[src/rtcu_regs.svh]
// Register map, field positions, reset values and timing figures of the timekeeper control block.
// Included by the wave generator, the top level and the bench; holds definitions only.
`ifndef RTCU_REGS_SVH
`define RTCU_REGS_SVH

// Byte offsets on the register bus
`define RTCU_OFF_SEC 8'h00
`define RTCU_OFF_SSEC 8'h04
`define RTCU_OFF_RSSA 8'h0c
`define RTCU_OFF_CTRL 8'h10
`define RTCU_OFF_TRIM 8'h14
`define RTCU_OFF_STAT 8'h1c
`define RTCU_OFF_MASK 8'h20
`define RTCU_ADDR_HI 7

// Control register field positions
`define RTCU_CTRL_EN 0
`define RTCU_CTRL_SSEN 2
`define RTCU_CTRL_FLAG 7
`define RTCU_CTRL_SQEN 8
`define RTCU_FREQ_LO 9
`define RTCU_FREQ_HI 10
`define RTCU_MODE_LO 11
`define RTCU_MODE_HI 12
`define RTCU_CTRL_WEN 15
`define RTCU_TRIM_HI 7
`define RTCU_HTRANS_ACTIVE 1

// Interrupt status bits
`define RTCU_IRQ_W 3
`define RTCU_IRQ_ALARM 0
`define RTCU_IRQ_SEC 1
`define RTCU_IRQ_SYNC 2

// Reset values
`define RTCU_SEC_RST 32'h0000_0000
`define RTCU_SSEC_RST 8'h00
`define RTCU_TRIM_RST 8'h00
`define RTCU_STAT_RST 3'h0

// Times in ns, the clock period and the divider count for the sub-second tick
`define RTCU_CLK_NS 10
`define RTCU_TICK_NS 122070
`define RTCU_SYNC_NS 91553
`define RTCU_WARM_NS 10000
`define RTCU_SS_PER_TICK 5'h1f

`endif

[src/rtcu_pkg.sv]
// Types shared by the timekeeper control block.
// Assumes nothing beyond a SystemVerilog compiler.
package rtcu_pkg;
  typedef enum logic [1:0] {OSC_NOISE_IMM, OSC_QUIET, OSC_AUTO_WAIT, OSC_AUTO_NOWAIT} rtcu_osc_mode_t;
  typedef enum logic [1:0] {ST_RUN, ST_DEEP, ST_WARM} rtcu_osc_state_t;
endpackage

[src/rtcu_wave_if.sv]
// Bundle between the control block and its square-wave and tick generator.
// Assumes one clock shared by both ends.
`timescale 1ns/1ps
interface rtcu_wave_if;
  logic run;
  logic [7:0] trim;
  logic tick256;
  logic sq_1hz;
  logic sq_512hz;
  logic sq_4khz;
  modport gen (input run, input trim, output tick256, output sq_1hz, output sq_512hz, output sq_4khz);
  modport ctl (output run, output trim, input tick256, input sq_1hz, input sq_512hz, input sq_4khz);
endinterface

[src/rtcu_oneshot.sv]
// One-shot interval timer: busy for CYCLES clocks after start, then a done pulse.
// Assumes start is a one-cycle pulse; a new start restarts the interval.
`timescale 1ns/1ps
module rtcu_oneshot #(
  parameter int CYCLES = 4
)(
  input wire logic clk,
  input wire logic rst_n,
  input wire logic start,
  output logic busy,
  output logic done
);
  localparam int W = $clog2(CYCLES + 1);
  localparam logic [W-1:0] LOAD = W'(CYCLES);
  localparam logic [W-1:0] ONE = W'(1);
  logic [W-1:0] cnt_q;

  always_ff @(posedge clk or negedge rst_n)
  begin
    if (!rst_n)
    begin
      cnt_q <= '0;
      busy <= 1'b0;
      done <= 1'b0;
    end
    else if (start)
    begin
      cnt_q <= LOAD;
      busy <= 1'b1;
      done <= 1'b0;
    end
    else
    begin
      done <= busy && (cnt_q == ONE);
      busy <= busy && (cnt_q != ONE);
      cnt_q <= busy ? cnt_q - ONE : cnt_q;
    end
  end
endmodule

[src/rtcu_wave_gen.sv]
// Raw and trimmed 8192 Hz dividers, the 256 Hz tick and the calibration square waves.
// Assumes run gates only the trimmed path; the raw oscillator never stops.
`timescale 1ns/1ps
`include "rtcu_regs.svh"
module rtcu_wave_gen #(
  parameter int TICK_CYCLES = `RTCU_TICK_NS / `RTCU_CLK_NS
)(
  input wire logic clk,
  input wire logic rst_n,
  rtcu_wave_if.gen w
);
  localparam logic [15:0] BASE = 16'(TICK_CYCLES);
  logic [15:0] reload [2];
  logic [1:0] tick;
  logic [1:0] runs;
  logic raw_q;
  logic [12:0] comp_q;

  // Trim shifts the compensated period by whole clocks, coarse but monotonic
  assign reload[0] = BASE;
  assign reload[1] = BASE - {{8{w.trim[7]}}, w.trim};
  assign runs = {w.run, 1'b1};

  genvar g;
  for (g = 0; g < 2; g = g + 1)
  begin : g_div
    logic [15:0] cnt_q;
    // Compare with >= so a trim change never strands the counter above reload
    assign tick[g] = runs[g] && (cnt_q >= reload[g] - 16'h0001);
    always_ff @(posedge clk or negedge rst_n)
    begin
      if (!rst_n)
        cnt_q <= 16'h0000;
      else
        cnt_q <= (!runs[g] || tick[g]) ? 16'h0000 : cnt_q + 16'h0001;
    end
  end

  always_ff @(posedge clk or negedge rst_n)
  begin
    if (!rst_n)
    begin
      raw_q <= 1'b0;
      comp_q <= 13'h0000;
    end
    else
    begin
      raw_q <= raw_q ^ tick[0];
      comp_q <= comp_q + {12'h000, tick[1]};
    end
  end

  assign w.tick256 = tick[1] && (comp_q[4:0] == `RTCU_SS_PER_TICK);
  assign w.sq_4khz = raw_q;
  assign w.sq_512hz = comp_q[3];
  assign w.sq_1hz = comp_q[12];
endmodule

[src/rtcu_top.sv]
// Timekeeper control block: control register upper bits, counters, alarm, calibration output.
// Assumes a single AHB-Lite master, one 100 MHz clock, and pin-mux select from outside.
//
// Notes on behaviour
// - Trim and clock enable writes are taken only while write gate bit 15 is set.
// - Bits 31:16 and 14:13 reserved, read zero; software leaves them alone.
// - Oscillator mode 0 runs noise-immunity, mode 1 quiet without warm-up wait.
// - Mode 2 goes quiet in deep sleep and holds the processor through warm-up.
// - Mode 3 switches like mode 2 but never holds the processor.
// - Frequency 00 gives trimmed 1Hz, 01 trimmed 512Hz, 1x the raw 4kHz.
// - Frequency field matters only with square-wave enable and pin alternate function.
// - Square-wave enable 0 silences the calibration pin; 1 drives the chosen wave.
// - Square-wave enable clears on power-on reset.
// - Sub-second alarm sets the flag, a pending interrupt and wake-up source.
// - Busy shows while changes synchronise; software waits for busy low.
// - Sub-second counter runs at 256Hz and bumps seconds on wrap to zero.
`timescale 1ns/1ps
`include "rtcu_regs.svh"
module rtcu_top #(
  parameter int TICK_CYCLES = `RTCU_TICK_NS / `RTCU_CLK_NS,
  parameter int SYNC_CYCLES = (`RTCU_SYNC_NS + `RTCU_CLK_NS - 1) / `RTCU_CLK_NS,
  parameter int WARM_CYCLES = (`RTCU_WARM_NS + `RTCU_CLK_NS - 1) / `RTCU_CLK_NS
)(
  input wire logic hclk,
  input wire logic hresetn,
  input wire logic hsel,
  input wire logic [31:0] haddr,
  input wire logic [1:0] htrans,
  input wire logic hwrite,
  input wire logic [2:0] hsize,
  input wire logic [31:0] hwdata,
  input wire logic hready,
  output logic hreadyout,
  output logic [31:0] hrdata,
  output logic hresp,
  input wire logic deep_low_power_state,
  input wire logic cal_alt_func_sel,
  output logic calibration_output_pin,
  output logic osc_quiet_mode,
  output logic cpu_hold,
  output logic wake_request,
  output logic irq
);
  import rtcu_pkg::*;

  ////////////////////////////////////////////////////////////////////////////
  // Bus slave

  logic [`RTCU_ADDR_HI:0] addr_q;
  logic wr_q;
  logic rd_q;
  logic ready_q;
  logic [31:0] rdata_q;
  logic [31:0] rd_mux;
  wire take = hsel && hready && htrans[`RTCU_HTRANS_ACTIVE];
  wire take_rd = take && !hwrite;

  // Reads take one wait state so that data reflects writes just completed
  always_ff @(posedge hclk or negedge hresetn)
  begin
    if (!hresetn)
    begin
      addr_q <= '0;
      wr_q <= 1'b0;
      rd_q <= 1'b0;
      ready_q <= 1'b1;
      rdata_q <= 32'h0000_0000;
    end
    else
    begin
      addr_q <= take ? haddr[`RTCU_ADDR_HI:0] : addr_q;
      wr_q <= take && hwrite;
      rd_q <= take_rd;
      ready_q <= !take_rd;
      rdata_q <= rd_q ? rd_mux : rdata_q;
    end
  end

  assign hreadyout = ready_q;
  assign hrdata = rdata_q;
  assign hresp = 1'b0;

  wire we_sec = wr_q && (addr_q == `RTCU_OFF_SEC);
  wire we_ssec = wr_q && (addr_q == `RTCU_OFF_SSEC);
  wire we_rssa = wr_q && (addr_q == `RTCU_OFF_RSSA);
  wire we_ctrl = wr_q && (addr_q == `RTCU_OFF_CTRL);
  wire we_trim = wr_q && (addr_q == `RTCU_OFF_TRIM);
  wire we_stat = wr_q && (addr_q == `RTCU_OFF_STAT);
  wire we_mask = wr_q && (addr_q == `RTCU_OFF_MASK);

  ////////////////////////////////////////////////////////////////////////////
  // Control register

  logic wen_q;
  logic enable_q;
  logic ss_en_q;
  logic flag_q;
  logic sq_en_q;
  logic [1:0] freq_q;
  rtcu_osc_mode_t mode_q;
  logic [7:0] trim_q;
  logic busy_w;
  logic alarm_evt;

  wire flag_clr = we_ctrl && !hwdata[`RTCU_CTRL_FLAG];
  // Alarm wins over a clearing write in the same cycle
  wire flag_d = alarm_evt || (flag_q && !flag_clr);

  always_ff @(posedge hclk or negedge hresetn)
  begin
    if (!hresetn)
    begin
      wen_q <= 1'b0;
      enable_q <= 1'b0;
      ss_en_q <= 1'b0;
      flag_q <= 1'b0;
      sq_en_q <= 1'b0;
      freq_q <= 2'b00;
      mode_q <= OSC_NOISE_IMM;
      trim_q <= `RTCU_TRIM_RST;
    end
    else
    begin
      flag_q <= flag_d;
      if (we_ctrl)
      begin
        wen_q <= hwdata[`RTCU_CTRL_WEN];
        ss_en_q <= hwdata[`RTCU_CTRL_SSEN];
        sq_en_q <= hwdata[`RTCU_CTRL_SQEN];
        freq_q <= hwdata[`RTCU_FREQ_HI:`RTCU_FREQ_LO];
        mode_q <= rtcu_osc_mode_t'(hwdata[`RTCU_MODE_HI:`RTCU_MODE_LO]);
      end
      // Gate is the stored bit, so a single write cannot open and use it
      if (we_ctrl && wen_q)
        enable_q <= hwdata[`RTCU_CTRL_EN];
      if (we_trim && wen_q)
        trim_q <= hwdata[`RTCU_TRIM_HI:0];
    end
  end

  // Reserved bits are never stored and read back as zero
  wire [31:0] ctrl_rd = {16'h0000, wen_q, 2'b00, mode_q, freq_q, sq_en_q, flag_q,
                         3'b000, busy_w, ss_en_q, 1'b0, enable_q};

  ////////////////////////////////////////////////////////////////////////////
  // Synchronisation busy

  wire sync_start = we_ctrl || we_trim || we_sec || we_ssec || we_rssa;
  logic sync_done;

  rtcu_oneshot #(.CYCLES(SYNC_CYCLES)) u_sync (
    .clk(hclk),
    .rst_n(hresetn),
    .start(sync_start),
    .busy(busy_w),
    .done(sync_done)
  );

  ////////////////////////////////////////////////////////////////////////////
  // Counters and sub-second alarm

  rtcu_wave_if w_if ();
  assign w_if.run = enable_q;
  assign w_if.trim = trim_q;

  rtcu_wave_gen #(.TICK_CYCLES(TICK_CYCLES)) u_wave (
    .clk(hclk),
    .rst_n(hresetn),
    .w(w_if)
  );

  logic [31:0] sec_q;
  logic [7:0] ssec_q;
  logic [31:0] rssa_q;
  logic [31:0] acnt_q;

  wire ss_tick = w_if.tick256 && enable_q;
  wire ss_wrap = ss_tick && (&ssec_q);
  assign alarm_evt = ss_tick && ss_en_q && (&acnt_q);

  always_ff @(posedge hclk or negedge hresetn)
  begin
    if (!hresetn)
    begin
      sec_q <= `RTCU_SEC_RST;
      ssec_q <= `RTCU_SSEC_RST;
      rssa_q <= 32'h0000_0000;
      acnt_q <= 32'h0000_0000;
    end
    else
    begin
      if (we_sec)
        sec_q <= hwdata;
      else if (ss_wrap)
        sec_q <= sec_q + 32'h0000_0001;
      if (we_ssec)
        ssec_q <= hwdata[7:0];
      else if (ss_tick)
        ssec_q <= ssec_q + 8'h01;
      if (we_rssa)
        rssa_q <= hwdata;
      // Alarm counts up from the start value, fires on the tick past all ones and reloads the start value
      if (we_rssa)
        acnt_q <= hwdata;
      else if (!ss_en_q || alarm_evt)
        acnt_q <= rssa_q;
      else if (ss_tick)
        acnt_q <= acnt_q + 32'h0000_0001;
    end
  end

  ////////////////////////////////////////////////////////////////////////////
  // Oscillator mode and processor hold

  rtcu_osc_state_t st_q;
  rtcu_osc_state_t st_d;
  logic warm_done;
  logic hold_q;
  logic quiet_q;
  wire auto_mode = (mode_q == OSC_AUTO_WAIT) || (mode_q == OSC_AUTO_NOWAIT);
  wire warm_start = (st_q == ST_DEEP) && !deep_low_power_state && (mode_q == OSC_AUTO_WAIT);

  always_comb
  begin
    st_d = st_q;
    case (st_q)
      ST_RUN:
        st_d = deep_low_power_state ? ST_DEEP : ST_RUN;
      ST_DEEP:
        if (!deep_low_power_state)
          st_d = warm_start ? ST_WARM : ST_RUN;
      ST_WARM:
        st_d = warm_done ? ST_RUN : ST_WARM;
      default:
        st_d = ST_RUN;
    endcase
  end

  rtcu_oneshot #(.CYCLES(WARM_CYCLES)) u_warm (
    .clk(hclk),
    .rst_n(hresetn),
    .start(warm_start),
    .busy(),
    .done(warm_done)
  );

  // Quiet only when asked for outright or while in deep sleep under an auto mode
  wire quiet_d = (mode_q == OSC_QUIET) || (auto_mode && deep_low_power_state);

  always_ff @(posedge hclk or negedge hresetn)
  begin
    if (!hresetn)
    begin
      st_q <= ST_RUN;
      hold_q <= 1'b0;
      quiet_q <= 1'b0;
    end
    else
    begin
      st_q <= st_d;
      hold_q <= (st_d == ST_WARM);
      quiet_q <= quiet_d;
    end
  end

  assign cpu_hold = hold_q;
  assign osc_quiet_mode = quiet_q;

  ////////////////////////////////////////////////////////////////////////////
  // Calibration output

  logic cal_q;
  wire wave_sel = freq_q[1] ? w_if.sq_4khz : (freq_q[0] ? w_if.sq_512hz : w_if.sq_1hz);
  wire cal_d = sq_en_q && cal_alt_func_sel && wave_sel;

  always_ff @(posedge hclk or negedge hresetn)
  begin
    if (!hresetn)
      cal_q <= 1'b0;
    else
      cal_q <= cal_d;
  end

  assign calibration_output_pin = cal_q;

  ////////////////////////////////////////////////////////////////////////////
  // Interrupt status, mask and wake-up

  logic [`RTCU_IRQ_W-1:0] stat_q;
  logic [`RTCU_IRQ_W-1:0] mask_q;
  logic irq_q;
  logic wake_q;
  wire [`RTCU_IRQ_W-1:0] evt = {sync_done, ss_wrap, alarm_evt};
  wire [`RTCU_IRQ_W-1:0] w1c = we_stat ? hwdata[`RTCU_IRQ_W-1:0] : '0;
  wire [`RTCU_IRQ_W-1:0] stat_d = evt | (stat_q & ~w1c);

  always_ff @(posedge hclk or negedge hresetn)
  begin
    if (!hresetn)
    begin
      stat_q <= `RTCU_STAT_RST;
      mask_q <= `RTCU_STAT_RST;
      irq_q <= 1'b0;
      wake_q <= 1'b0;
    end
    else
    begin
      stat_q <= stat_d;
      mask_q <= we_mask ? hwdata[`RTCU_IRQ_W-1:0] : mask_q;
      irq_q <= |(stat_d & (we_mask ? hwdata[`RTCU_IRQ_W-1:0] : mask_q));
      wake_q <= flag_d;
    end
  end

  assign irq = irq_q;
  assign wake_request = wake_q;

  ////////////////////////////////////////////////////////////////////////////
  // Read data selection; unmapped offsets read zero

  assign rd_mux = (addr_q == `RTCU_OFF_SEC) ? sec_q :
                  (addr_q == `RTCU_OFF_SSEC) ? {24'h000000, ssec_q} :
                  (addr_q == `RTCU_OFF_RSSA) ? rssa_q :
                  (addr_q == `RTCU_OFF_CTRL) ? ctrl_rd :
                  (addr_q == `RTCU_OFF_TRIM) ? {24'h000000, trim_q} :
                  (addr_q == `RTCU_OFF_STAT) ? {29'h0000_0000, stat_q} :
                  (addr_q == `RTCU_OFF_MASK) ? {29'h0000_0000, mask_q} : 32'h0000_0000;
endmodule

[config.mk]
export PLATFORM = sky130hd
export DESIGN_NAME = rtcu_top
export DESIGN_NICKNAME = d
export VERILOG_FILES = /design/src/rtcu_pkg.sv /design/src/rtcu_wave_if.sv /design/src/rtcu_oneshot.sv /design/src/rtcu_wave_gen.sv /design/src/rtcu_top.sv
export VERILOG_INCLUDE_DIRS = /design/src /design/src/src
export SDC_FILE = /design/constraint.sdc
export NUM_CORES = 1
export LEC_CHECK = 0
export BUFFER_PORTS_ARGS = -buffer_cell sky130_fd_sc_hd__buf_2
export CAP_MARGIN = 30
export CORE_UTILIZATION = 45
export CTS_CLUSTER_SIZE = 24
export DETAILED_ROUTE_END_ITERATION = 6
export PLACE_DENSITY = 0.73
export SETUP_SLACK_MARGIN = 0.1
export SLEW_MARGIN = 20
export SYNTH_ARGS = -nofsm -noshare
export SYNTH_HDL_FRONTEND = slang
export SYNTH_SLANG_ARGS = --single-unit
[constraint.sdc]
create_clock -name hclk -period 4.1 [get_ports hclk]
set_clock_uncertainty 0.05 [all_clocks]
set_input_delay 0.82 -clock hclk [delete_from_list [all_inputs] [get_ports hclk]]
set_output_delay 0.82 -clock hclk [all_outputs]
set_load 0.02 [all_outputs]
**After elaboration in Yosys (flattened, before gate mapping)**

Index checks and enable logic that the tools add are counted.

- Bitwise operators: 5
- Magnitude comparators: 2
- Add/sub/neg operators: 10
- Reductions and logical operators: 56
- Multiplexer cells: 33
- Equality and inequality tests: 17

Operators by type and width:

| cell | count |
|---|---|
| 32-bit 2-to-1 mux | 8 |
| 32-bit by 1-bit adder with 32-bit output, second input constant | 2 |
| 16-bit 2-to-1 mux | 3 |
| 16-bit by 1-bit adder with 16-bit output, second input constant | 2 |
| 32-bit AND reduction | 1 |
| 1-bit logical AND | 30 |
| 14-bit 2-to-1 mux | 2 |
| 8-bit by 5-bit equality test with 1-bit output, second input constant | 3 |
| 8-bit 2-to-1 mux | 3 |
| 10-bit 2-to-1 mux | 2 |
| 16-bit by 14-bit greater-or-equal comparator with 1-bit output, second input constant | 1 |
| 16-bit greater-or-equal comparator | 1 |
| 15-bit by 8-bit subtractor with 16-bit output, first input constant | 1 |
| 16-bit by 1-bit subtractor with 16-bit output, second input constant | 1 |
| 14-bit by 1-bit equality test with 1-bit output, second input constant | 1 |
| 14-bit by 1-bit != test with 1-bit output, second input constant | 1 |
| 14-bit by 1-bit subtractor with 14-bit output, second input constant | 1 |
| 13-bit by 1-bit adder with 13-bit output | 1 |
| 3-bit 2-to-1 mux | 4 |
| 10-bit by 1-bit equality test with 1-bit output, second input constant | 1 |
| 10-bit by 1-bit != test with 1-bit output, second input constant | 1 |
| 10-bit by 1-bit subtractor with 10-bit output, second input constant | 1 |
| 1-bit logical OR | 9 |
| 8-bit by 1-bit adder with 8-bit output, second input constant | 1 |
| other kinds (20) | 42 |

- Bits of input ports: 76
- Word-level logic and storage cells: 157
- Register bits after elaboration: 250

**Logic depth before layout (Yosys ltp)**

Gate-level depths: netlist of the first run.

- Word-level depth: 11
- Mapped depth: 18

**Modules after synthesis**

From an unflattened synthesis of the first run, not the netlist that was laid out.

- Cells, all modules: 1344
- Area, all modules: 12904.9 µm²

Modules (own cells, without submodules):

| module | instances | area each (µm²) | cells each |
|---|---|---|---|
| rtcu_top | 1 | 8883.5 | 951 |
| rtcu_wave_gen | 1 | 2611.3 | 257 |
| rtcu_oneshot (u_sync) | 1 | 809.5 | 81 |
| rtcu_oneshot (u_warm) | 1 | 600.6 | 55 |

**Least setup slack after synthesis of the first run**

Ideal clock, no wire load.

- Path kind: reg-to-reg
- From: reg trim_q[0]
- To: reg u_wave.comp_q[8]
- Path buffers: 1
- Stages on the path, launching flop included: 19
- Slack: 254 ps
- Arrival: 3716 ps
- Library setup time: 80 ps
- Cell sequence: dfrtp_1 -> ha_1 -> and3_1 -> o21ai_0 -> and3b_1 -> inv_1 -> ha_1 -> o21ai_0 -> nor2_1 -> or4_1 -> a21oi_2 -> buf_4 -> nor2b_1 -> ha_1 -> ha_1 -> nand3_1 -> nor2_1 -> nand3_1 -> xnor2_1

- Word-level cells in the longest chain between the ends: 5

RTL lines:

| item | line | RTL |
|---|---|---|
| from (decl) | rtcu_top.sv:101 | `logic [7:0] trim_q;` |
| from (signal assigned) | rtcu_top.sv:120 | `` trim_q <= `RTCU_TRIM_RST; `` |
| from (signal assigned) | rtcu_top.sv:137 | `` trim_q <= hwdata[`RTCU_TRIM_HI:0]; `` |
| 15-bit by 8-bit subtractor with 16-bit output | rtcu_wave_gen.sv:21 | `assign reload[1] = BASE - {{8{w.trim[7]}}, w.trim};` |
| 16-bit by 1-bit subtractor with 16-bit output | rtcu_wave_gen.sv:29 | `assign tick[g] = runs[g] && (cnt_q >= reload[g] - 16'h0001);` |
| 16-bit greater-or-equal comparator | rtcu_wave_gen.sv:29 |  |
| 1-bit logical AND | rtcu_wave_gen.sv:29 |  |
| 13-bit by 1-bit adder with 13-bit output | rtcu_wave_gen.sv:49 | `comp_q <= comp_q + {12'h000, tick[1]};` |
| to (signal assigned) | rtcu_wave_gen.sv:49 |  |
| to (decl) | rtcu_wave_gen.sv:17 | `logic [12:0] comp_q;` |

No other way between the ends.
A chain may end at the register's enable or synchronous reset.

**Worst setup path in the final report of the first run**

- From: reg trim_q[0]
- To: reg sec_q[28]

- Word-level cells in the longest chain between the ends: 8

RTL lines:

| item | line | RTL |
|---|---|---|
| 15-bit by 8-bit subtractor with 16-bit output | rtcu_wave_gen.sv:21 |  |
| 16-bit by 1-bit subtractor with 16-bit output | rtcu_wave_gen.sv:29 |  |
| 16-bit greater-or-equal comparator | rtcu_wave_gen.sv:29 |  |
| 1-bit logical AND | rtcu_wave_gen.sv:29 |  |
| 1-bit logical AND | rtcu_wave_gen.sv:53 | `` assign w.tick256 = tick[1] && (comp_q[4:0] == `RTCU_SS_PER_TICK); `` |
| 1-bit logical AND | rtcu_top.sv:177 | `wire ss_tick = w_if.tick256 && enable_q;` |
| 1-bit logical AND | rtcu_top.sv:178 | `wire ss_wrap = ss_tick && (&ssec_q);` |
| 2-bit nonzero test (no source line) | n/a |  |
| to (signal assigned) | rtcu_top.sv:185 | `` sec_q <= `RTCU_SEC_RST; `` |
| to (signal assigned) | rtcu_top.sv:193 | `sec_q <= hwdata;` |
| to (signal assigned) | rtcu_top.sv:195 | `sec_q <= sec_q + 32'h0000_0001;` |
| to (decl) | rtcu_top.sv:172 | `logic [31:0] sec_q;` |

No other way between the ends.

==> impl_results.md, run 1 <==
* Max Fclk at 269.6 MHz
* VDD IR max at 0.4012 mV
* Initial antenna violation count at 2
* CTS root buffer: clkbuf_16
* Arrival @ worst endpoint at 4.13 ns
* Mapped Area at 12800 sq um
* CP max FO at 18
* Initial Utilization at 0.4596
* Crit start category: flop
* R2R Setup Slk at 0.39 ns
* DP Wirelength at 22980 microns
* FF-to-FF Start: trim_q[0]$_DFFE_PN0P_
* Final hold violations at 0
* Slowest CP cell: or4_1
* IO Port Bufs at 85
* GPL Wtd Cong at 0.8993
* Maximum clock insertion buffer count at 3
* Seq pwr share at 0.453
* Max-cap violations at 0
* Comb pwr share at 0.153
* Status: complete, no violations
* Largest net degree at the start of global routing at 113
* Worst-Skew Late Latency at 0.56 ns
* Synth unique cells at 84
* Internal at 0.005033 W
* Pwr per Cell Area at 479.1 nW/um^2
* Proportion of layout cells with a drive suffix above 1 at 0.1610
* Main synth FF type: dfrtp_1
* Crit. path cell count at 13
* Number of flops mapped to enable cells by yosys at 0
* Area grow syn2layout at 15.45%
* Gate Count Post-Synth at 1317
* Vias at 10400
* Leakage power at 6.299 nW
* Crit path time final at 3.709 ns
* CP Buf/Inv Count at 1
* First-pass GRT wire length at 54010 microns
* Pre-antenna DRT Iters at 5
* Die Span X at 170.7 microns
* Initial DRC count at 889
* Slew HR at 0.3838
* Yosys warns at 0
* Async S/R FF share, synth at 1.000
* Final WL at 33420 microns
* CORE AREA at 27860 sq um
* Placed inst area at 13720 sq um
* R2R cell count at 13
* Die Area at 29130 sq um
* Setup TNS at 0 ns
* Reg clk slew, reported paths at 0.06 ns
* Die height at 170.7 microns
* Crit-path cells: ha_1 -> and3_1 -> o21ai_1 -> and3b_1 -> inv_1 -> ha_1 -> nand4_1 -> nor4_2 -> and4_1 -> a21o_4 -> nand4_2 -> or4_1 -> a31oi_1
* Antenna viol nets, final at 0
* Fin. max-slew vios at 0
* CP Data Required Time at 4.52 ns
* DRC viols at 0
* Worst slew pin tran at 0.9243 ns
* Standard-cell rows at 61
* Htree depth at 1
* CTS buffer count at 28
* Num ports at 115
* Total global-route track usage at 0.2353
* CP Class: flop to flop
* CTS tree: done
* Via/cell ratio at 5.752
* Worst r2r dst: sec_q[28]$_DFFE_PN0P_
* Endpoints failing setup at 0
* Number of global-route vias before repair at 10130
* Synth Register Bits at 250
* Clk network pwr share at 0.394
* Register area share after synthesis at 0.4887
* Most frequent CP cell: ha_1
* Remaining global-route overflow at 0
* Critical path's largest stage delay at 0.54 ns
* RSZ-0062 raised after global routing: no
* Fin util at 0.5307
* CP top delay family: simple AND/OR/NAND/NOR gates
* Net Sw Power at 0.002049 W
* Nets@finish at 1509
* Net Sw Frac at 0.2893
* Fin crit share at 0.9047
* Postcts setup bufs at 0
* Hold crit path type: primary input to async pin
* Clk sinks at 250
* Syn Area/Cell at 9.723 sq um
* Routed len/inst at 18.48 microns
* Setup crit end kind: flop
* Fin area at 14780 sq um
layout make-up:
| class | count | area (sq um) |
|---|---|---|
| fillers | 2445 | 13080 |
| flip-flops and latches | 250 | 6259 |
| multi-input cells | 992 | 6217 |
| clock buffers | 41 | 849.6 |
| repair buffers | 116 | 713.2 |
| well taps | 378 | 473.0 |
| clock inverters | 11 | 197.7 |
| inverters | 19 | 71.32 |
| diodes | 1 | 2.502 |
metal layers:
layer,vias up,wire length [microns],global-route usage,share of wire
li1,4923,-,-,-
met4,4,1213,0.09244,0.036
met2,352,15840,0.3799,0.47
met1,5036,14110,0.3182,0.42
met3,85,2231,0.03562,0.067
met5,-,23,0,0.00069
Yosys cell counts, types with 6 or more instances:
| library cell | instances | share of area |
|---|---|---|
| o211ai_1 | 15 | 0.0088 |
| nor2_1 | 133 | 0.039 |
| nand3_1 | 70 | 0.027 |
| a21o_1 | 8 | 0.0047 |
| nor4_1 | 13 | 0.0064 |
| mux2_2 | 31 | 0.027 |
| or3_1 | 14 | 0.0068 |
| buf_2 | 12 | 0.0047 |
| nand4_1 | 23 | 0.011 |
| a222oi_1 | 10 | 0.0078 |
| a31oi_1 | 25 | 0.012 |
| a21oi_1 | 56 | 0.022 |
| inv_1 | 18 | 0.0053 |
| and3_1 | 35 | 0.017 |
| xor2_1 | 38 | 0.026 |
| or4_1 | 9 | 0.0053 |
| and4_1 | 9 | 0.0062 |
| o21a_1 | 6 | 0.0035 |
| ha_1 | 26 | 0.025 |
| xnor2_1 | 59 | 0.040 |
| dfrtp_1 | 249 | 0.49 |
| nand2b_1 | 6 | 0.0029 |
| o21ai_0 | 49 | 0.019 |
| clkbuf_1 | 33 | 0.0097 |
| a22oi_1 | 34 | 0.020 |
| nor3_1 | 25 | 0.0098 |
| mux2i_1 | 15 | 0.012 |
| nand2_1 | 183 | 0.054 |
through the flow:
step	power (W)	worst slack (ns)	instances	hold WS [ns]
after floorplan	0.003899	0.2543	1320	0.3740
after global placement	0.004263	0.3268	1754	0.3913
after detailed placement	0.004313	0.2306	1755	0.4019
after CTS	0.007117	0.2113	1807	0.3482
after global routing	0.007405	0.1728	1807	0.3983
final	0.007083	0.3909	1808	0.3113
registers in the layout (all words and copies together), names as in the netlist, 10 cells and up:
| register | cells |
|---|---|
| u_wave.g_div.cnt_q | 32 |
| u_sync.cnt_q | 14 |
| u_warm.cnt_q | 10 |
| acnt_q | 32 |
| hrdata | 32 |
| sec_q | 32 |
| u_wave.comp_q | 13 |
| rssa_q | 32 |
cell families after synthesis:
kind of cell | count (synthesis) | synth area share
and+or+nand+nor | 569 | 0.2231
DFF | 250 | 0.4887
AOI/OAI and AO/OA | 249 | 0.1286
xor gates and xnor gates | 97 | 0.06635
buffers and inverters | 78 | 0.02775
muxes | 47 | 0.03987
adders and majority gates | 26 | 0.02541
other | 1 | 0.0002929
worst max path at each step:
stage / start / endpoint / slack (ns)
after global placement: trim_q[0]$_DFFE_PN0P_ / sec_q[17]$_DFFE_PN0P_ / 0.33
after detailed placement: trim_q[0]$_DFFE_PN0P_ / sec_q[17]$_DFFE_PN0P_ / 0.23
after CTS: trim_q[0]$_DFFE_PN0P_ / sec_q[17]$_DFFE_PN0P_ / 0.21
after global routing: trim_q[0]$_DFFE_PN0P_ / u_wave.comp_q[8]$_DFF_PN0_ / 0.17
final: trim_q[0]$_DFFE_PN0P_ / sec_q[28]$_DFFE_PN0P_ / 0.39
after floorplan: trim_q[0]$_DFFE_PN0P_ / u_wave.comp_q[8]$_DFF_PN0_ / 0.25
timing repair:
action / CTS / global route
endpoints found under the setup margin: 0 / 3
resized for setup: 0 / 2
hold buffers: 0 / 0
cell usage in the layout, fill, tap and decap left out, types with 35 or more instances in the layout:
master,count
a21oi_1,56
and3_1,35
buf_2,84
dfrtp_1,248
nand2_1,183
nand3_1,70
nor2_1,131
o21ai_0,48
xnor2_1,59
xor2_1,38
power by group through the flow:
| stage | sequential (W) | clock [W] | combinational, W |
|---|---|---|---|
| floorplan | 0.00321 | 0 | 0.000686 |
| detailed placement | 0.00323 | 0 | 0.00108 |
| global route | 0.00326 | 0.00293 | 0.00121 |
| finish | 0.00321 | 0.00279 | 0.00108 |
| CTS | 0.00320 | 0.00283 | 0.00109 |
| global placement | 0.00322 | 0 | 0.00104 |
Note: power is estimated with default switching activity, not from simulation.
==> run 2: changes to the inputs <==
--- a/config.mk
+++ b/config.mk
@@ -8,10 +8,13 @@
 export LEC_CHECK = 0
 export BUFFER_PORTS_ARGS = -buffer_cell sky130_fd_sc_hd__buf_2
 export CAP_MARGIN = 30
-export CORE_UTILIZATION = 45
+export CELL_PAD_IN_SITES_DETAIL_PLACEMENT = 1
+export CELL_PAD_IN_SITES_GLOBAL_PLACEMENT = 1
+export CORE_UTILIZATION = 42
 export CTS_CLUSTER_SIZE = 24
 export DETAILED_ROUTE_END_ITERATION = 6
-export PLACE_DENSITY = 0.73
+export PLACE_DENSITY = 0.83
+export REMOVE_ABC_BUFFERS = 1
 export SETUP_SLACK_MARGIN = 0.1
 export SLEW_MARGIN = 20
 export SYNTH_ARGS = -nofsm -noshare
==> run 2 against run 1 <==
Combinational power grew 4%. Power shrank 3.0%. Utilization shrank 3.7 points. Worst hold slack worse by 0.024 ns. Via count rose by 4.5%. Sequential share of layout area is 0.20 points higher. Critical endpoint is now acnt_q[30]$_DFFE_PN0P_. Largest power group unchanged. Highest routed layer unchanged.
==> impl_results.md, run 2 (same netlist as run 1, synthesis figures left out) <==
* DRC viols at 0 (unchanged)
* RSZ-0062 raised after global routing: no
* Die height at 176.6 microns (+3.5%)
* Critical Path Start: trim_q[0]$_DFFE_PN0P_
* Worst Setup EP: acnt_q[30]$_DFFE_PN0P_
* Max-cap violations at 0 (unchanged)
* Setup crit end kind: flop
* Nets@finish at 1517 (+0.53%)
* CP Data Required Time at 4.54 ns (+0.02 ns)
* R2R Setup Slk at 0.35 ns (-0.04 ns)
* Worst slew pin tran at 0.9650 ns (+0.04071 ns)
* Fill cells at 3390 (+39%)
* Clk sinks at 250 (unchanged)
* Placed inst area at 13770 sq um (+0.35%)
* Endpoints failing setup at 0 (unchanged)
* R2R cell count at 13 (unchanged)
* Num ports at 115 (unchanged)
* Htree depth at 1 (unchanged)
* VDD IR max at 0.3584 mV (-11%)
* CP Class: flop to flop
* Initial antenna violation count at 2 (unchanged)
* CORE AREA at 29800 sq um (+7.0%)
* Fin. max-slew vios at 0 (unchanged)
* Hold crit path type: primary input to async pin
* IO Port Bufs at 85 (unchanged)
* Die Span X at 176.6 microns (+3.5%)
* Largest net degree at the start of global routing at 109 (-3.5%)
* Pre-antenna DRT Iters at 5 (unchanged)
* Antenna viol nets, final at 0 (unchanged)
* Die Area at 31190 sq um (+7.1%)
* Standard-cell rows at 63 (+3.3%)
* Vias at 10870 (+4.5%)
* Reg clk slew, reported paths at 0.07 ns (about the same)
* Remaining global-route overflow at 0 (unchanged)
* Worst hold slack at 0.2869 ns (-0.02446 ns)
* FF-to-FF Start: trim_q[0]$_DFFE_PN0P_
* Area grow syn2layout at 14.90%
* Hold buffer count at CTS at 0 (unchanged)
* Via/cell ratio at 5.956 (+3.5%)
* Max Fclk at 266.5 MHz (-1.2%)
* CP max FO at 12 (-6)
* DP Wirelength at 26410 microns (+15%)
* Commonest non-fill, non-tap cell in the layout: dfrtp_1
* CTS tree: done
* Final worst slack at 0.3473 ns (-0.04359 ns)
* Slowest CP cell: a21oi_2
* Pwr per Cell Area at 466.7 nW/um^2 (-2.6%)
* GPL Wtd Cong at 0.8677 (-3.5%)
* Crit start category: flop
* Leakage power at 6.272 nW (-0.42%)
* CTS root buffer: clkbuf_16
* Most frequent CP cell: buf_4
* Fin area at 14710 sq um (-0.47%)
* Fin crit share at 0.9153 (+0.01063)
* Commonest non-fill, non-tap cells in the layout: 248 x dfrtp_1, 183 x nand2_1, 130 x nor2_1
* Arrival @ worst endpoint at 4.19 ns (+0.06 ns)
* Initial DRC count at 882 (-0.79%)
* Crit-path cells: buf_4 -> a41oi_1 -> nor2b_1 -> nor3b_1 -> ha_1 -> a211oi_1 -> nor2_1 -> o41a_1 -> a21o_4 -> buf_4 -> a21oi_2 -> o21a_1 -> o22a_1
* Crit path time final at 3.753 ns (+0.04359 ns)
* Total global-route track usage at 0.2492 (+0.01392)
* Critical path's largest stage delay at 0.45 ns (-0.09 ns)
* Proportion of layout cells with a drive suffix above 1 at 0.1667 (+0.005715)
* Maximum clock insertion buffer count at 3 (unchanged)
* Number of global-route vias before repair at 11760 (+16%)
* Status: complete, no violations
* CTS buffer count at 29 (+3.6%)
* Routed len/inst at 20.87 microns (+13%)
* Final hold violations at 0 (unchanged)
* Setup TNS at 0 ns (unchanged)
* Initial Utilization at 0.4297 (-0.02990)
* First-pass GRT wire length at 62460 microns (+16%)
* Final WL at 38090 microns (+14%)
* Slew HR at 0.3543 (-0.02952)
* Pre-CTS setup slack at 0.1207 ns (-0.1099 ns)
* Worst-Skew Late Latency at 0.55 ns (about the same)
* Worst r2r dst: acnt_q[30]$_DFFE_PN0P_
run 2: cell types whose count changed in the layout (fill, tap and decap cells not counted), moves of 2 or more:
cell | before | now
clkinv_2 | 3 | 7
buf_4 | 28 | 36
clkinvlp_4 | 1 | 3
bufinv_16 | 5 | 1
clkbuf_8 | 10 | 7
run 2: where the power goes:
group	switching [W]	internal [W]
Sequential	0.000408	0.00282
Combinational	0.000651	0.000466
Clock	0.00105	0.00147
Total	0.00211	0.00476
run 2: how the worst min path moves through the flow:
stage | start | to | slack (ns)
2_1_floorplan | u_sync.done$_DFF_PN0_ | stat_q[2]$_DFF_PN0_ | 0.37
3_3_place_gp | u_sync.done$_DFF_PN0_ | stat_q[2]$_DFF_PN0_ | 0.39
3_5_place_dp | u_sync.done$_DFF_PN0_ | stat_q[2]$_DFF_PN0_ | 0.40
4_1_cts | hresetn | u_warm.cnt_q[7]$_DFFE_PN0P_ | 0.33
5_1_grt | hresetn | u_warm.cnt_q[7]$_DFFE_PN0P_ | 0.37
6_report | hresetn | u_warm.cnt_q[7]$_DFFE_PN0P_ | 0.29
run 2: worst max-delay path: cells and delay by family, from the launching register on:
kind	cells	cell delay, ns
and+or+nand+nor	3	0.51
buffers and inverters	2	0.38
AOI/OAI and AO/OA	7	2.06
adders and majority gates	1	0.30
DFF	1	0.40
run 2: per-stage QoR:
stage | utilization | total power [W] | instances
4_1_cts | 0.4933 | 0.006915 | 1824
6_report | 0.4938 | 0.006867 | 1825
3_3_place_gp | 0.4615 | 0.004262 | 1773
5_1_grt | 0.4938 | 0.007203 | 1825
3_5_place_dp | 0.4622 | 0.004370 | 1774
2_1_floorplan | - | 0.003885 | 1261
run 2: cell type report:
| class | count | area, sq um | area share |
|---|---|---|---|
| inverter | 19 | 71.32 | 0.004847 |
| timing repair buffer | 123 | 745.7 | 0.05068 |
| tap | 390 | 488.0 | 0.03317 |
| antenna | 1 | 2.502 | 0.0001701 |
| sequential | 250 | 6259 | 0.4254 |
| clock inverter | 12 | 96.34 | 0.006548 |
| clock buffer | 38 | 829.5 | 0.05638 |
| multi-input combinational | 992 | 6221 | 0.4228 |
run 2: metal layers:
metal | global-route usage | share of wire | wire length, microns | vias up
li1 | - | - | - | 4928
met1 | 0.3262 | 0.43 | 16260 | 5529
met2 | 0.4191 | 0.49 | 18640 | 334
met3 | 0.03811 | 0.054 | 2039 | 77
met4 | 0.08513 | 0.030 | 1137 | 2
met5 | 0 | 0.00034 | 13 | -
run 2: timing repair:
item | 4_1_cts | 5_1_grt
buffers inserted | 0 | 0
hold endpoints to repair | 0 | 0
setup endpoints to repair | 0 | 33
gates resized for setup | 0 | 4
==> run 3: changes to the inputs <==
--- a/config.mk
+++ b/config.mk
@@ -6,14 +6,15 @@
 export SDC_FILE = /design/constraint.sdc
 export NUM_CORES = 1
 export LEC_CHECK = 0
+export ABC_AREA = 1
 export BUFFER_PORTS_ARGS = -buffer_cell sky130_fd_sc_hd__buf_2
 export CAP_MARGIN = 30
 export CELL_PAD_IN_SITES_DETAIL_PLACEMENT = 1
 export CELL_PAD_IN_SITES_GLOBAL_PLACEMENT = 1
-export CORE_UTILIZATION = 42
+export CORE_UTILIZATION = 41
 export CTS_CLUSTER_SIZE = 24
 export DETAILED_ROUTE_END_ITERATION = 6
-export PLACE_DENSITY = 0.83
+export PLACE_DENSITY = 0.84
 export REMOVE_ABC_BUFFERS = 1
 export SETUP_SLACK_MARGIN = 0.1
 export SLEW_MARGIN = 20
==> run 3 against run 2 <==
Power is 24% higher. Worst hold slack worse by 0.11 ns. Clock-buffer cell count stayed put. Via count is 16% higher. First-iteration DRC count is 6.2% higher. Utilization is 1.2 points lower. Maximum frequency is 1.6% higher. Synthesized cell count is 31% higher. Die area is 9.5% higher. Clock power is 19% higher. Critical path type unchanged. Wire length is 17% higher.
==> impl_results.md, run 3 <==
* Endpoints failing setup at 0 (unchanged)
* Placed inst area at 14590 sq um (+5.9%)
* Slowest CP cell: dfrtp_1
* Syn Area/Cell at 7.922 sq um (-19%)
* Worst-Skew Late Latency at 0.57 ns (+0.02 ns)
* Max-cap violations at 0 (unchanged)
* Htree depth at 1 (unchanged)
* Crit-path cells: ha_1 -> nand3_1 -> nand2_1 -> nand2_1 -> xor2_1 -> ha_1 -> nand2_1 -> inv_1 -> nand2_1 -> nor2_1 -> nor2_1 -> nand2_1 -> nand2_1 -> a21oi_2 -> ha_2 -> ha_1 -> nand3_1 -> nor3b_4 -> nand4_1 -> nor2_1 -> nand3_1 -> xnor2_1
* GPL Wtd Cong at 0.9255 (+6.7%)
* Final worst slack at 0.4047 ns (+0.05732 ns)
* Critical path's largest stage delay at 0.40 ns (-0.05 ns)
* Commonest non-fill, non-tap cells in the layout: 379 x nand2_1, 253 x nor2_1, 248 x dfrtp_1
* Max Fclk at 270.6 MHz (+1.6%)
* Fin util at 0.4814 (-0.01242)
* Final hold violations at 0 (unchanged)
* Leakage power at 8.081 nW (+29%)
* Total global-route track usage at 0.2677 (+0.01846)
* Hold buffer count at CTS at 0 (unchanged)
* Routed len/inst at 19.47 microns (-6.7%)
* Hold crit path type: primary input to async pin
* First-pass GRT wire length at 71680 microns (+15%)
* Antenna viol nets, final at 0 (unchanged)
* FF-to-FF Start: trim_q[1]$_DFFE_PN0P_
* Cell taking the most area after synthesis: dfrtp_1
* CTS root buffer: clkbuf_16
* DP Wirelength at 31060 microns (+18%)
* Pre-CTS setup slack at 0.01012 ns (-0.1105 ns)
* Fin area at 15740 sq um (+7.0%)
* Fill cells at 4019 (+19%)
* Arrival @ worst endpoint at 4.10 ns (-0.09 ns)
* Proportion of layout cells with a drive suffix above 1 at 0.1221 (-0.04458)
* Initial Utilization at 0.4191 (-0.01067)
* Setup TNS at 0 ns (unchanged)
* VDD IR max at 0.3589 mV (+0.14%)
* Synth unique cells at 53 (-37%)
* Critical Path Start: trim_q[1]$_DFFE_PN0P_
* Crit start category: flop
* CP Class: flop to flop
* Final WL at 44490 microns (+17%)
* Largest net degree at the start of global routing at 90 (-17%)
* Setup crit end kind: flop
* Number of flops mapped to enable cells by yosys at 0 (unchanged)
* CP Buf/Inv Count at 1 (-1)
* Inserted Diodes at 0 (-1)
* Synth Register Bits at 250 (unchanged)
* DR top layer: met4
* Initial DRC count at 937 (+6.2%)
* Commonest non-fill, non-tap cell in the layout: nand2_1
* CP max FO at 4 (-8)
* Pwr per Cell Area at 540.7 nW/um^2 (+16%)
* Met2 WL at 21440 microns (+15%)
* Met3 wire len at 2172 microns (+6.5%)
* Status: complete, no violations
* Reg clk slew, reported paths at 0.06 ns (about the same)
* Nets@finish at 1921 (+27%)
* CORE AREA at 32700 sq um (+9.8%)
* Register area share after synthesis at 0.4566 (-0.03208)
* Pre-antenna DRT Iters at 5 (unchanged)
* Maximum clock insertion buffer count at 3 (unchanged)
* Vias at 12590 (+16%)
* Standard-cell rows at 66 (+4.8%)
* Post-synth top cells: 379 x nand2_1, 253 x nor2_1, 249 x dfrtp_1
* Async S/R FF share, synth at 1.000 (unchanged)
* Yosys warns at 0 (unchanged)
* CTS buffer count at 30 (+3.4%)
* Clk sinks at 250 (unchanged)
* Worst slew pin tran at 0.7544 ns (-0.2106 ns)
* Initial antenna violation count at 0 (-2)
* IO Port Bufs at 85 (unchanged)
* Gate Count Post-Synth at 1730 (+31%)
* Largest cells by area after synthesis: dfrtp_1 45%, nand2_1 10%, nor2_1 6.9%
* DRC viols at 0 (unchanged)
* Number of global-route vias before repair at 13340 (+13%)
* Mapped Area at 13700 sq um (+7.0%)
* Fin. max-slew vios at 0 (unchanged)
* Yosys top cell area share at 0.4547 (-0.03194)
* Slew HR at 0.4971 (+0.1428)
* Most frequent CP cell: nand2_1
* CTS tree: done
* Die Area at 34160 sq um (+9.5%)
* M1 wire length at 19100 microns (+17%)
* Main synth FF type: dfrtp_1
* Crit path time final at 3.695 ns (-0.05732 ns)
* Die height at 184.8 microns (+4.7%)
* Via/cell ratio at 5.510 (-7.5%)
* Num ports at 115 (unchanged)
* Die Span X at 184.8 microns (+4.7%)
* Area grow syn2layout at 14.86% (about the same)
* Most common cell in the netlist: nand2_1
* CP top delay family: simple AND/OR/NAND/NOR gates
* Fin crit share at 0.9013 (-0.01398)
* Remaining global-route overflow at 0 (unchanged)
* RSZ-0062 raised after global routing: no
* CP Data Required Time at 4.51 ns (-0.03 ns)
[run 3: cell type report]
class / count / area [sq um] / share of cell area
sequential: 250 / 6259 / 0.3976
timing repair buffer: 110 / 639.4 / 0.04062
clock buffer: 38 / 852.1 / 0.05413
multi-input combinational: 1230 / 6441 / 0.4092
clock inverter: 18 / 257.7 / 0.01637
tap: 442 / 553.0 / 0.03513
inverter: 197 / 739.5 / 0.04698
[run 3: path summary, 6_finish.rpt]
| kind | slack [ns] | endpoint | cells past startpoint |
|---|---|---|---|
| worst max-delay path | 0.40 | u_wave.comp_q[12]$_DFF_PN0_ | 22 |
| worst min-delay path | 0.17 | addr_q[7]$_DFFE_PN0P_ | 1 |
| worst max register to register | 0.40 | u_wave.comp_q[12]$_DFF_PN0_ | 22 |
| worst min register to register | 0.38 | st_q[0]$_DFF_PN0_ | 1 |
| max in group asynchronous | 2.84 | rssa_q[13]$_DFFE_PN0P_ | 2 |
| min in group hclk | 0.38 | rd_q$_DFF_PN0_ | 2 |
[run 3: metal layers]
layer | GRT usage | vias up
met3 | 0.03126 | 127
li1 | - | 5800
met2 | 0.4541 | 358
met1 | 0.3487 | 6306
met5 | 0 | -
met4 | 0.1038 | 0
[run 3: logic make-up after synthesis]
kind of cell | after synthesis | synth area share
flops | 250 | 0.4566
mux | 5 | 0.004108
fa+ha+maj | 26 | 0.02374
other cells | 1 | 0.0002736
simple gates | 876 | 0.2838
xor+xnor | 81 | 0.05177
buf+inv | 253 | 0.07587
compound gates | 238 | 0.1039
[run 3: where the power goes]
| group | total, W | internal (W) | leakage (nW) | switching (W) |
|---|---|---|---|---|
| registers | 0.00331 | 0.00287 | 2.76 | 0.000442 |
| logic | 0.00221 | 0.000806 | 4.78 | 0.00140 |
| clock network | 0.00300 | 0.00185 | 0.538 | 0.00115 |
[run 3: metrics by stage]
| step | std cells | total power [W] | hold WS, ns |
|---|---|---|---|
| floorplan | 1677 | 0.004802 | 0.3498 |
| global placement | 2225 | 0.005336 | 0.3675 |
| detailed placement | 2226 | 0.005482 | 0.3701 |
| CTS | 2282 | 0.008524 | 0.2158 |
| global route | 2285 | 0.008954 | 0.2256 |
| finish | 2285 | 0.008512 | 0.1733 |
[run 3: repair_timing]
item	CTS	global route
pin swaps	0	2
buffers inserted	0	2
endpoints found under the setup margin	3	13
gates resized for setup	1	5
